--- src/fliv_pkg.sv ---
package fliv_pkg;

  // ---------------------------------------------------------------
  // Register map
  // ---------------------------------------------------------------
  localparam logic [7:0] ADDR_IRQ_ENABLE_PRIMARY = 8'hA8;
  localparam logic [7:0] ADDR_IRQ_ENABLE_SECONDARY = 8'hE8;
  localparam logic [7:0] ADDR_PRIORITY_LOW_A = 8'hB8;
  localparam logic [7:0] ADDR_PRIORITY_HIGH_A = 8'hB7;
  localparam logic [7:0] ADDR_PRIORITY_LOW_B = 8'hF8;
  localparam logic [7:0] ADDR_PRIORITY_HIGH_B = 8'hF7;
  localparam logic [7:0] RESET_BYTE = 8'h00;

  localparam int GLOBAL_IRQ_ENABLE_BIT = 7;
  localparam int SECONDARY_USED_BITS = 4;
  localparam int PRIMARY_SRC_BITS = 7;

  // ---------------------------------------------------------------
  // Sources, numbered in polling order (index 0 is polled first).
  // ---------------------------------------------------------------
  localparam int NUM_SRC = 11;
  localparam int SRC_EXT_PIN_ZERO = 0;
  localparam int SRC_TIMER_ZERO = 1;
  localparam int SRC_EXT_PIN_ONE = 2;
  localparam int SRC_TIMER_ONE = 3;
  localparam int SRC_COUNTER_ARRAY = 4;
  localparam int SRC_SERIAL_PORT = 5;
  localparam int SRC_TIMER_TWO = 6;
  localparam int SRC_BUS_CTRL = 7;
  localparam int SRC_CONVERTER = 8;
  localparam int SRC_BUS_TIMER_OVR = 9;
  localparam int SRC_SERIAL_PERIPH = 10;

  localparam int LEVEL_W = 2;
  localparam int NUM_LEVELS = 4;
  localparam logic [1:0] LEVEL_TOP = 2'h3;

  typedef logic [15:0] fliv_vec_t;
  localparam fliv_vec_t VEC_TABLE [NUM_SRC] = '{
    16'h0003, 16'h000B, 16'h0013, 16'h001B, 16'h0033, 16'h0023,
    16'h002B, 16'h003B, 16'h0043, 16'h004B, 16'h0053
  };

endpackage : fliv_pkg

--- src/fliv_arbiter.sv ---
`timescale 1ns/1ps
// Picks the pending source with the highest level; ties go to the lowest index.
module fliv_arbiter #(
  parameter int N = fliv_pkg::NUM_SRC
) (
  input wire logic [N-1:0] req,
  input wire logic [2*N-1:0] level,
  output logic found,
  output logic [3:0] winner,
  output logic [1:0] win_level
);
  import fliv_pkg::*;

  always_comb begin
    found = 1'b0;
    winner = 4'h0;
    win_level = 2'h0;
    for (int i = 0; i < N; i++) begin
      // Strictly greater keeps the earlier (higher polling rank) source on a tie.
      if (req[i] && (!found || level[2*i +: 2] > win_level)) begin
        found = 1'b1;
        winner = 4'(i);
        win_level = level[2*i +: 2];
      end
    end
  end

endmodule : fliv_arbiter

--- src/fliv_irq_ctrl.sv ---
`timescale 1ns/1ps
module fliv_irq_ctrl (
  input wire logic clk,
  input wire logic rst_n,
  input wire logic [7:0] sfr_addr,
  input wire logic [7:0] sfr_wdata,
  input wire logic sfr_wr,
  input wire logic sfr_bit_wr,
  input wire logic [2:0] sfr_bit_sel,
  input wire logic sfr_bit_val,
  output logic [7:0] sfr_rdata,
  input wire logic ext_pin_zero_req,
  input wire logic ext_pin_one_req,
  input wire logic timer_zero_overflow,
  input wire logic timer_one_overflow,
  input wire logic timer_two_overflow,
  input wire logic counter_array_overflow,
  input wire logic [4:0] counter_module_flag,
  input wire logic serial_rx_flag,
  input wire logic serial_tx_flag,
  input wire logic bus_tx_done,
  input wire logic bus_rx_done,
  input wire logic bus_error,
  input wire logic bus_buffer_overrun,
  input wire logic conversion_done_flag,
  input wire logic bus_timer_overrun,
  input wire logic serial_periph_req,
  input wire logic irq_ack,
  input wire logic irq_return,
  output logic irq_req,
  output logic [15:0] irq_vector,
  output logic [1:0] active_level,
  output logic in_service
);
  import fliv_pkg::*;

  // ---------------------------------------------------------------
  // Registers
  // ---------------------------------------------------------------
  logic [7:0] en_pri_q, en_pri_d;
  logic [3:0] en_sec_q, en_sec_d;
  logic [7:0] prl_a_q, prl_a_d, prh_a_q, prh_a_d;
  logic [3:0] prl_b_q, prl_b_d, prh_b_q, prh_b_d;

  function automatic logic [7:0] sfr_update(input logic [7:0] cur, input logic [7:0] addr,
                                            input logic [7:0] mine);
    logic [7:0] r;
    r = cur;
    if (addr == mine) begin
      if (sfr_wr) begin
        r = sfr_wdata;
      end else if (sfr_bit_wr) begin
        r[sfr_bit_sel] = sfr_bit_val;
      end
    end
    return r;
  endfunction : sfr_update

  always_comb begin
    logic [7:0] t;
    t = 8'h00;
    en_pri_d = sfr_update(en_pri_q, sfr_addr, ADDR_IRQ_ENABLE_PRIMARY);
    t = sfr_update({4'h0, en_sec_q}, sfr_addr, ADDR_IRQ_ENABLE_SECONDARY);
    en_sec_d = t[3:0];
    prl_a_d = sfr_update(prl_a_q, sfr_addr, ADDR_PRIORITY_LOW_A);
    prh_a_d = sfr_update(prh_a_q, sfr_addr, ADDR_PRIORITY_HIGH_A);
    t = sfr_update({4'h0, prl_b_q}, sfr_addr, ADDR_PRIORITY_LOW_B);
    prl_b_d = t[3:0];
    t = sfr_update({4'h0, prh_b_q}, sfr_addr, ADDR_PRIORITY_HIGH_B);
    prh_b_d = t[3:0];
  end

  always_ff @(posedge clk or negedge rst_n) begin
    if (!rst_n) begin
      en_pri_q <= RESET_BYTE;
      en_sec_q <= 4'h0;
      prl_a_q <= RESET_BYTE;
      prh_a_q <= RESET_BYTE;
      prl_b_q <= 4'h0;
      prh_b_q <= 4'h0;
    end else begin
      en_pri_q <= en_pri_d;
      en_sec_q <= en_sec_d;
      prl_a_q <= prl_a_d;
      prh_a_q <= prh_a_d;
      prl_b_q <= prl_b_d;
      prh_b_q <= prh_b_d;
    end
  end

  // ---------------------------------------------------------------
  // Request gathering and gating
  // ---------------------------------------------------------------
  logic [NUM_SRC-1:0] raw, en_vec, gated;
  logic [2*NUM_SRC-1:0] lvl;
  logic [7:0] ph_a, pl_a;

  always_comb begin
    raw = '0;
    raw[SRC_EXT_PIN_ZERO] = ext_pin_zero_req;
    raw[SRC_TIMER_ZERO] = timer_zero_overflow;
    raw[SRC_EXT_PIN_ONE] = ext_pin_one_req;
    raw[SRC_TIMER_ONE] = timer_one_overflow;
    raw[SRC_COUNTER_ARRAY] = counter_array_overflow | (|counter_module_flag);
    raw[SRC_SERIAL_PORT] = serial_rx_flag | serial_tx_flag;
    raw[SRC_TIMER_TWO] = timer_two_overflow;
    raw[SRC_BUS_CTRL] = bus_tx_done | bus_rx_done | bus_error | bus_buffer_overrun;
    raw[SRC_CONVERTER] = conversion_done_flag;
    raw[SRC_BUS_TIMER_OVR] = bus_timer_overrun;
    raw[SRC_SERIAL_PERIPH] = serial_periph_req;
    en_vec = '0;
    en_vec[SRC_EXT_PIN_ZERO] = en_pri_q[0];
    en_vec[SRC_TIMER_ZERO] = en_pri_q[1];
    en_vec[SRC_EXT_PIN_ONE] = en_pri_q[2];
    en_vec[SRC_TIMER_ONE] = en_pri_q[3];
    en_vec[SRC_SERIAL_PORT] = en_pri_q[4];
    en_vec[SRC_TIMER_TWO] = en_pri_q[5];
    en_vec[SRC_COUNTER_ARRAY] = en_pri_q[6];
    en_vec[SRC_BUS_CTRL] = en_sec_q[0];
    en_vec[SRC_CONVERTER] = en_sec_q[1];
    en_vec[SRC_BUS_TIMER_OVR] = en_sec_q[2];
    en_vec[SRC_SERIAL_PERIPH] = en_sec_q[3];
    gated = raw & en_vec & {NUM_SRC{en_pri_q[GLOBAL_IRQ_ENABLE_BIT]}};
    // Priority registers share the primary enable layout for the first seven sources.
    ph_a = prh_a_q;
    pl_a = prl_a_q;
    lvl = '0;
    lvl[2*SRC_EXT_PIN_ZERO +: 2] = {ph_a[0], pl_a[0]};
    lvl[2*SRC_TIMER_ZERO +: 2] = {ph_a[1], pl_a[1]};
    lvl[2*SRC_EXT_PIN_ONE +: 2] = {ph_a[2], pl_a[2]};
    lvl[2*SRC_TIMER_ONE +: 2] = {ph_a[3], pl_a[3]};
    lvl[2*SRC_SERIAL_PORT +: 2] = {ph_a[4], pl_a[4]};
    lvl[2*SRC_TIMER_TWO +: 2] = {ph_a[5], pl_a[5]};
    lvl[2*SRC_COUNTER_ARRAY +: 2] = {ph_a[6], pl_a[6]};
    lvl[2*SRC_BUS_CTRL +: 2] = {prh_b_q[0], prl_b_q[0]};
    lvl[2*SRC_CONVERTER +: 2] = {prh_b_q[1], prl_b_q[1]};
    lvl[2*SRC_BUS_TIMER_OVR +: 2] = {prh_b_q[2], prl_b_q[2]};
    lvl[2*SRC_SERIAL_PERIPH +: 2] = {prh_b_q[3], prl_b_q[3]};
  end

  logic found;
  logic [3:0] winner;
  logic [1:0] win_level;

  fliv_arbiter #(.N(NUM_SRC)) u_arb (
    .req(gated),
    .level(lvl),
    .found(found),
    .winner(winner),
    .win_level(win_level)
  );

  // ---------------------------------------------------------------
  // Nesting stack: one bit per level marks a routine in progress.
  // ---------------------------------------------------------------
  logic [NUM_LEVELS-1:0] busy_q, busy_d;
  logic req_q, req_d;
  logic [15:0] vec_q, vec_d;
  logic [1:0] plev_q, plev_d;
  logic can_preempt;

  function automatic logic [1:0] top_level(input logic [NUM_LEVELS-1:0] b);
    logic [1:0] r;
    r = 2'h0;
    for (int i = 0; i < NUM_LEVELS; i++) begin
      if (b[i]) begin
        r = 2'(i);
      end
    end
    return r;
  endfunction : top_level

  always_comb begin
    // Level 3 in service blocks everything since nothing is strictly higher.
    can_preempt = (busy_q == '0) || (win_level > top_level(busy_q));
    busy_d = busy_q;
    req_d = found && can_preempt;
    vec_d = VEC_TABLE[winner];
    plev_d = win_level;
    if (irq_ack && req_q) begin
      busy_d[plev_q] = 1'b1;
    end else if (irq_return && busy_q != '0) begin
      busy_d[top_level(busy_q)] = 1'b0;
    end
    if (irq_ack) begin
      // The taken request is withdrawn until the new nesting state settles.
      req_d = 1'b0;
    end
  end

  always_ff @(posedge clk or negedge rst_n) begin
    if (!rst_n) begin
      busy_q <= '0;
      req_q <= 1'b0;
      vec_q <= 16'h0000;
      plev_q <= 2'h0;
    end else begin
      busy_q <= busy_d;
      req_q <= req_d;
      vec_q <= vec_d;
      plev_q <= plev_d;
    end
  end

  // ---------------------------------------------------------------
  // Read-back and outputs
  // ---------------------------------------------------------------
  logic [7:0] rd_q, rd_d;

  always_comb begin
    case (sfr_addr)
      ADDR_IRQ_ENABLE_PRIMARY: rd_d = en_pri_d;
      ADDR_IRQ_ENABLE_SECONDARY: rd_d = {4'h0, en_sec_d};
      ADDR_PRIORITY_LOW_A: rd_d = prl_a_d;
      ADDR_PRIORITY_HIGH_A: rd_d = prh_a_d;
      ADDR_PRIORITY_LOW_B: rd_d = {4'h0, prl_b_d};
      ADDR_PRIORITY_HIGH_B: rd_d = {4'h0, prh_b_d};
      default: rd_d = 8'h00;
    endcase
  end

  always_ff @(posedge clk or negedge rst_n) begin
    if (!rst_n) begin
      rd_q <= 8'h00;
    end else begin
      rd_q <= rd_d;
    end
  end

  logic [1:0] act_q;
  logic svc_q;

  always_ff @(posedge clk or negedge rst_n) begin
    if (!rst_n) begin
      act_q <= 2'h0;
      svc_q <= 1'b0;
    end else begin
      act_q <= top_level(busy_d);
      svc_q <= busy_d != '0;
    end
  end

  assign sfr_rdata = rd_q;
  assign irq_req = req_q;
  assign irq_vector = vec_q;
  assign active_level = act_q;
  assign in_service = svc_q;

endmodule : fliv_irq_ctrl

--- config.mk ---
export PLATFORM = sky130hd
export DESIGN_NAME = fliv_irq_ctrl
export DESIGN_NICKNAME = d
export VERILOG_FILES = /design/src/fliv_pkg.sv /design/src/fliv_arbiter.sv /design/src/fliv_irq_ctrl.sv
export SDC_FILE = /design/constraint.sdc
export NUM_CORES = 1
export LEC_CHECK = 0
export BUFFER_PORTS_ARGS = -buffer_cell sky130_fd_sc_hd__buf_2
export CORE_MARGIN = 1
export CORE_UTILIZATION = 40
export DETAILED_ROUTE_END_ITERATION = 10
export PLACE_DENSITY = 0.58
export SKIP_CTS_REPAIR_TIMING = 1
export SYNTH_ARGS = -nofsm -noshare
export SYNTH_HDL_FRONTEND = slang
export SYNTH_SLANG_ARGS = --single-unit
--- constraint.sdc ---
create_clock -name clk -period 14 [get_ports clk]
set_clock_uncertainty 0.2 [all_clocks]
set_input_delay 2.8 -clock clk [delete_from_list [all_inputs] [get_ports clk]]
set_output_delay 2.8 -clock clk [all_outputs]
set_load 0.1 [all_outputs]
==> results of run 1 <==
registers in the layout (all words and copies together) (netlist names):
register,flops
en_pri_q,8
prh_b_q,4
busy_q,4
pl_a,8
active_level,2
in_service,1
plev_q,2
sfr_rdata,8
en_sec_q,4
ph_a,8
prl_b_q,4
irq_req,1
irq_vector,5
critical path: cells and delay by family:
family          cells  cell delay (ns)
buf+inv             3             0.22
compound gates     34             5.59
mux                 2             0.62
fa+ha+maj          11             2.95
simple gates       19             2.66
cells by family after synthesis:
| kind of cell | after synthesis | synth area share (%) |
|---|---|---|
| other cells | 2 | 0.164 |
| fa+ha+maj | 19 | 5.21 |
| flops | 59 | 32.3 |
| buf+inv | 57 | 5.86 |
| compound gates | 201 | 33.0 |
| simple gates | 210 | 22.2 |
| mux | 5 | 1.23 |
worst paths after layout:
path | start | slack (ns) | depth (start not counted) | endpoint
worst max-delay path | ext_pin_zero_req | -0.81 | 69 | irq_req
worst min-delay path | pl_a[7] | 0.30 | 1 | pl_a[7]
worst max register to register | en_pri_q[0] | 1.21 | 68 | irq_req
worst min register to register | pl_a[7] | 0.30 | 1 | pl_a[7]
max in group asynchronous | rst_n | 10.64 | 2 | sfr_rdata[4]
min in group asynchronous | rst_n | 2.42 | 2 | in_service
report_power, final:
group	internal [mW]	total (mW)	leakage [nW]	switching, mW
sequential	0.179	0.185	0.698	0.00681
clock	0.146	0.230	0.144	0.0844
combinational	0.0496	0.142	2.11	0.0926
cells in the mapped netlist, drive strengths merged, types with 2 or more instances:
library cell / number / share of area (%)
a211o: 2 / 0.38
mux2: 2 / 0.49
or2: 5 / 0.68
buf: 17 / 2.6
a21boi: 12 / 2.3
a221oi: 2 / 0.38
a21o: 18 / 3.0
o211a: 5 / 1.1
inv: 23 / 1.9
o21ai: 21 / 2.3
and3: 3 / 0.41
nor3b: 2 / 0.33
nand3: 17 / 2.1
dfrtp: 59 / 32
and2: 9 / 1.2
nor4: 3 / 0.55
a22o: 2 / 0.38
ha: 19 / 5.2
o31ai: 7 / 1.6
clkbuf: 17 / 1.4
nand4: 3 / 0.41
a31o: 2 / 0.38
nor2: 40 / 3.3
a221o: 5 / 1.1
a31oi: 2 / 0.27
o21a: 2 / 0.33
nor2b: 17 / 2.3
a211oi: 19 / 3.1
o211ai: 7 / 1.2
conb: 2 / 0.16
nor3: 11 / 1.2
o221ai: 18 / 3.5
or3: 11 / 1.5
mux2i: 3 / 0.74
o22ai: 6 / 0.82
a21oi: 39 / 4.5
nand2: 80 / 6.6
a22oi: 17 / 3.1
a2111oi: 2 / 0.79
nand2b: 4 / 0.55
metrics by stage:
step	utilization, %	hold WS, ns
2_1_floorplan	-	0.250
5_1_grt	54.8	0.315
6_report	54.8	0.301
3_5_place_dp	48.8	0.274
3_3_place_gp	48.8	0.264
4_1_cts	51.5	0.286
area by class of cell:
class / count / area [sq um]
well taps: 140 / 175
multi-input cells: 446 / 3240
fillers: 1027 / 4960
clock buffers: 11 / 253
flip-flops and latches: 59 / 1480
inverters: 23 / 86.3
clock inverters: 4 / 50.0
repair buffers: 117 / 738
per-layer routing:
layer	global-route usage (%)	share of wire, %	vias up
met5	0	0	-
met4	10.1	1.9	0
met3	3.77	5.2	19
met2	38.4	48	146
met1	32.1	45	2253
li1	-	-	2256
==> summary.txt, run 1 <==
Run status
  – Status: finished with violations
  – Failing checks: setup timing

CTS
  – CTS buffer count: 9
  – Worst-Skew Late Latency: 0.34 ns
  – H-tree levels: 3
  – Clock transition at path regs: 0.06 ns
  – Clock sink count: 59
  – Clock buffer depth: 2
  – CTS tree: done
  – Root buffer cell: clkbuf_16

Power
  – Worst VDD drop: 0.0651 mV
  – P_leak: 2.95 nW
  – Total power: 558 uW
  – Power per standard cell area: 92.7 mW/mm^2

Floorplanning
  – Die Y: 109 um
  – Die ar.: 0.0118 sq mm
  – Placement Rows: 38
  – Chip width: 109 um
  – IO Count: 74
  – Core Area: 0.0110 sq mm
  – Starting Density: 41.6%

Critical path
  – Max incr delay on CP: 0.41 ns
  – Worst EP required: 14.05 ns
  – Setup Crit Path Kind: in2reg
  – CP Launch Type: input pin
  – CP arrival: 14.86 ns
  – CP max-delay cell: or3_4
  – Worst Setup End Kind: register
  – Crit path max fanout: 4

Placed design
  – PortBufs: 63
  – Pre-CTS setup slack: -1.18 ns
  – Placed cell area: 0.00536 sq mm
  – DP HPWL: 9900 um
  – Gp weighted congestion: 0.870
  – Post-Place Cells: 771

Finish
  – Non-Filler Instances: 800
  – Most common cell after layout, fill and taps aside: nand2_1
  – Antenna cells: 0
  – Share of layout cells above drive strength 1: 31.8%
  – Final nets: 721
  – Final Instance Area: 0.00602 sq mm
  – Most frequent cells in the layout: nand2_1 (74), buf_2 (62), dfrtp_1 (59)
  – Area Overhead vs Synth: 31.8%

STA
  – Post-route setup slack: -0.815 ns
  – Final Setup Violations: 6
  – Final worst path period need: 14.81 ns
  – Slew Limit Fails: 0
  – Final hold violations: 0
  – Worst Tran Pin Value: 1.03 ns
  – Rel. slew slack: 30.8%
  – Fmax: 0.0675 GHz
  – Final critical-path share of the clock period: 106%
  – Setup TNS: -2.65 ns
  – RSZ-0062 raised after global routing: yes

Global route
  – Total GRT Usage: 24.0%
  – First-pass GRT wire length: 21,500 um
  – Remaining Overflow, GRT: 0
  – Vias in the first global route: 4,301
  – Largest net degree at the start of global routing: 60
  – Initial antenna violation count: 0

Routing
  – Via density: 5.84
  – Antenna viol nets, final: 0
  – Drt total wl: 13,800 um
  – Drt pass-1 iters: 5
  – Iteration-0 DRC Markers: 373
  – DRC viols: 0
  – Wire per inst: 17.3 um
  – Via count: 4,674

Worst hold path
  – Hold Path Class: reg2reg

Synth
  – Post-Syn Instances: 553
  – Cell area after synthesis: 0.00457 sq mm
  – Asr flop ratio synth: 100%
  – Ys flop type: dfrtp_1
  – Post-synth EDFFs: 0
  – Synth Warn #: 0
  – Flops & latches, synth: 59
  – Library cells used by synthesis: 78
  – Average size of a mapped cell: 8.26 sq um
  – Sequential fraction of the synthesis area: 32.3%

Job
  – Max_cap viols: 0
(Power assumes the default switching activity.)
==> inputs of run 2 (changes only) <==
--- a/config.mk
+++ b/config.mk
@@ -13,4 +13,5 @@
 export SKIP_CTS_REPAIR_TIMING = 1
 export SYNTH_ARGS = -nofsm -noshare
 export SYNTH_HDL_FRONTEND = slang
+export SYNTH_HIERARCHICAL = 1
 export SYNTH_SLANG_ARGS = --single-unit
==> summary.txt, run 2 <==
STA
  – Hold_ws: 0.288 ns (-0.0129 ns)
  – Final worst path period need: 14.41 ns (-0.408 ns)
  – Rel. slew slack: 47.3% (+17 points)
  – Post-route setup slack: -0.406 ns (+0.408 ns)
  – Slew Limit Fails: 0 (unchanged)
  – Setup TNS: -0.901 ns (+1.75 ns)
  – Final critical-path share of the clock period: 103% (-2.9 points)
  – Final hold violations: 0 (unchanged)
  – Final Setup Violations: 4 (-2)
  – Fmax: 0.0694 GHz (+2.8%)
  – RSZ-0062 raised after global routing: yes
  – Worst Tran Pin Value: 0.790 ns (-0.240 ns)

Finish
  – Most frequent cells in the layout: buf_2 (62), nand2_1 (61), dfrtp_1 (59)
  – Antenna cells: 0 (unchanged)
  – Final nets: 661 (-8.3%)
  – Most common cell after layout, fill and taps aside: buf_2
  – # fillers: 970 (-5.6%)
  – Share of layout cells above drive strength 1: 32.3% (+0.46 points)
  – Area Overhead vs Synth: 25.4%

Synth
  – Ys flop type: dfrtp_1
  – Library cells used by synthesis: 84 (+7.7%)
  – Cell taking the most area after synthesis: dfrtp_1
  – Synth top area cells: dfrtp_1 (34%), ha_1 (5.7%), nand2_1 (5.4%), o221ai_1 (3.6%), a22oi_1 (3.1%)
  – Post-Syn Instances: 505 (-8.7%)
  – Synth Warn #: 6 (+6)
  – Asr flop ratio synth: 100% (unchanged)
  – Post-synth EDFFs: 0 (unchanged)
  – Most common cell in the synthesized netlist: nand2_1
  – Post-synth top cells: nand2_1 (63), dfrtp_1 (59), nor2_1 (32), inv_1 (28), a21oi_1 (25)
  – Cell area after synthesis: 0.00441 sq mm (-3.5%)
  – Sequential fraction of the synthesis area: 33.5% (+1.2 points)
  – Top cell type's share of synthesized area: 33.5% (+1.2 points)
  – Flops & latches, synth: 59 (unchanged)
  – Average size of a mapped cell: 8.73 sq um (+5.7%)

Global route
  – Remaining Overflow, GRT: 0 (unchanged)
  – Vias in the first global route: 4,029 (-6.3%)
  – Total GRT Usage: 23.5% (-0.50 points)
  – First-pass GRT wire length: 20,600 um (-4.4%)
  – Largest net degree at the start of global routing: 60 (unchanged)
  – Initial antenna violation count: 0 (unchanged)

Floorplanning
  – IO Count: 74 (unchanged)
  – Die ar.: 0.0114 sq mm (-3.4%)
  – Starting Density: 41.9% (+0.35 points)
  – Die Y: 107 um (-1.7%)
  – Placement Rows: 37 (-2.6%)
  – Core Area: 0.0105 sq mm (-4.3%)
  – Chip width: 107 um (-1.7%)

Run status
  – Failing checks: setup timing
  – Status: finished with violations

Power
  – Clock share of power: 30.2% (-11 points)
  – Worst VDD drop: 0.0512 mV (-21%)
  – Switching power: 185 uW (+0.44%)
  – Total power: 515 uW (-7.7%)
  – Power per standard cell area: 93.2 mW/mm^2 (+0.55%)
  – Comb power frac: 33.6% (+8.1 points)
  – P_int: 331 uW (-12%)
  – Net Sw Frac: 35.8% (+2.9 points)
  – Sequential share of power: 36.2% (+3.0 points)
  – P_leak: 2.76 nW (-6.4%)

Worst hold path
  – Endpoint, Worst Hold: pl_a[7]
  – Hold_sp: pl_a[7]
  – Hold-critical path depth: 1 (unchanged)
  – Hold Path Class: reg2reg

Routing
  – DRC viols: 0 (unchanged)
  – Antenna viol nets, final: 0 (unchanged)
  – Wire per inst: 17.7 um (+2.2%)
  – Drt pass-1 iters: 5 (unchanged)
  – Via count: 4,253 (-9.0%)
  – Via density: 5.79 (-0.83%)
  – Iteration-0 DRC Markers: 328 (-12%)
  – Drt total wl: 13,000 um (-6.2%)

CTS
  – Worst-Skew Late Latency: 0.35 ns (about the same)
  – Clock sink count: 59 (unchanged)
  – Clock buffer depth: 2 (unchanged)
  – CTS buffer count: 9 (unchanged)
  – Root buffer cell: clkbuf_8
  – H-tree levels: 3 (unchanged)
  – CTS tree: done
  – Clock transition at path regs: 0.07 ns (about the same)

Critical path
  – Max incr delay on CP: 0.55 ns (+0.14 ns)
  – Reg2reg start: en_pri_q[0]
  – R2r setup slk: 1.70 ns (+0.49 ns)
  – Setup Crit Path Kind: in2reg
  – Worst EP required: 14.04 ns (about the same)
  – Buf/Inv on CP: 7 (+4)
  – Worst Setup End Kind: register
  – CP max-delay cell: or4_4
  – Worst path top cell family by delay: compound AO/OA/AOI/OAI gates
  – R2r endpoint: irq_req
  – CP Launch Type: input pin
  – Most frequent CP cell: a21oi_2
  – CP arrival: 14.45 ns (-0.41 ns)
  – Worst Reg2Reg Path Length in Cells: 70 (+2.9%)
  – Crit path max fanout: 5 (+1)

Placed design
  – Gp weighted congestion: 0.891 (+2.4%)
  – PortBufs: 63 (unchanged)
  – DP HPWL: 9350 um (-5.5%)

Job
  – Max_cap viols: 0 (unchanged)
==> run 2: final cells by class <==
cell class              instances  area (sq um)  share of cell area [%]
multi-input cells             393          2960                    53.5
well taps                     136           170                    3.08
clock inverters                 3          40.0                   0.724
repair buffers                102           629                    11.4
clock buffers                  11           141                    2.56
inverters                      30           113                    2.04
flip-flops and latches         59          1480                    26.7
==> run 2: metrics by stage <==
stage                     util, %  instance area (sq um)  cells  setup slack [ns]
after floorplan                 -                   4590    514            -0.718
final                        52.6                   5530    734            -0.406
after global routing         52.6                   5530    734            -0.887
after global placement       48.7                   5120    711            -0.780
after detailed placement     48.7                   5120    711             -1.06
after CTS                    50.4                   5300    725            -0.711
==> run 2: how the worst max path moves through the flow <==
stage          endpoint        startpoint  cells after the start
6_report        irq_req  ext_pin_zero_req                     71
5_1_grt         irq_req  ext_pin_zero_req                     73
4_1_cts         irq_req  ext_pin_zero_req                     67
3_5_place_dp    irq_req  ext_pin_zero_req                     67
3_3_place_gp    irq_req  ext_pin_zero_req                     67
2_1_floorplan   irq_req  ext_pin_zero_req                     67
==> run 2: kinds of logic after synthesis <==
| family | Yosys count | synth area share [%] |
|---|---|---|
| AO/OA/AOI/OAI | 149 | 25.9 |
| adder cells (fa/ha/maj) | 21 | 5.91 |
| other | 2 | 0.170 |
| multiplexers | 12 | 3.69 |
| flip-flops | 59 | 33.5 |
| AND/OR/NAND/NOR | 200 | 24.1 |
| buffers and inverters | 62 | 6.76 |
==> run 2: power groups by stage <==
stage / Combinational (mW) / Sequential, mW / Clock [mW]
4_1_cts: 0.156 / 0.186 / 0.159
6_report: 0.173 / 0.187 / 0.156
3_3_place_gp: 0.152 / 0.189 / 0
5_1_grt: 0.185 / 0.188 / 0.168
3_5_place_dp: 0.156 / 0.189 / 0
2_1_floorplan: 0.0937 / 0.212 / 0
==> run 2: layer usage <==
layer / track usage, % / vias to the layer above / wire length (um)
li1: - / 2047 / -
met2: 36.5 / 148 / 6260
met4: 7.73 / 0 / 112
met5: 0 / - / 0
met1: 32.8 / 2048 / 5900
met3: 4.44 / 10 / 709
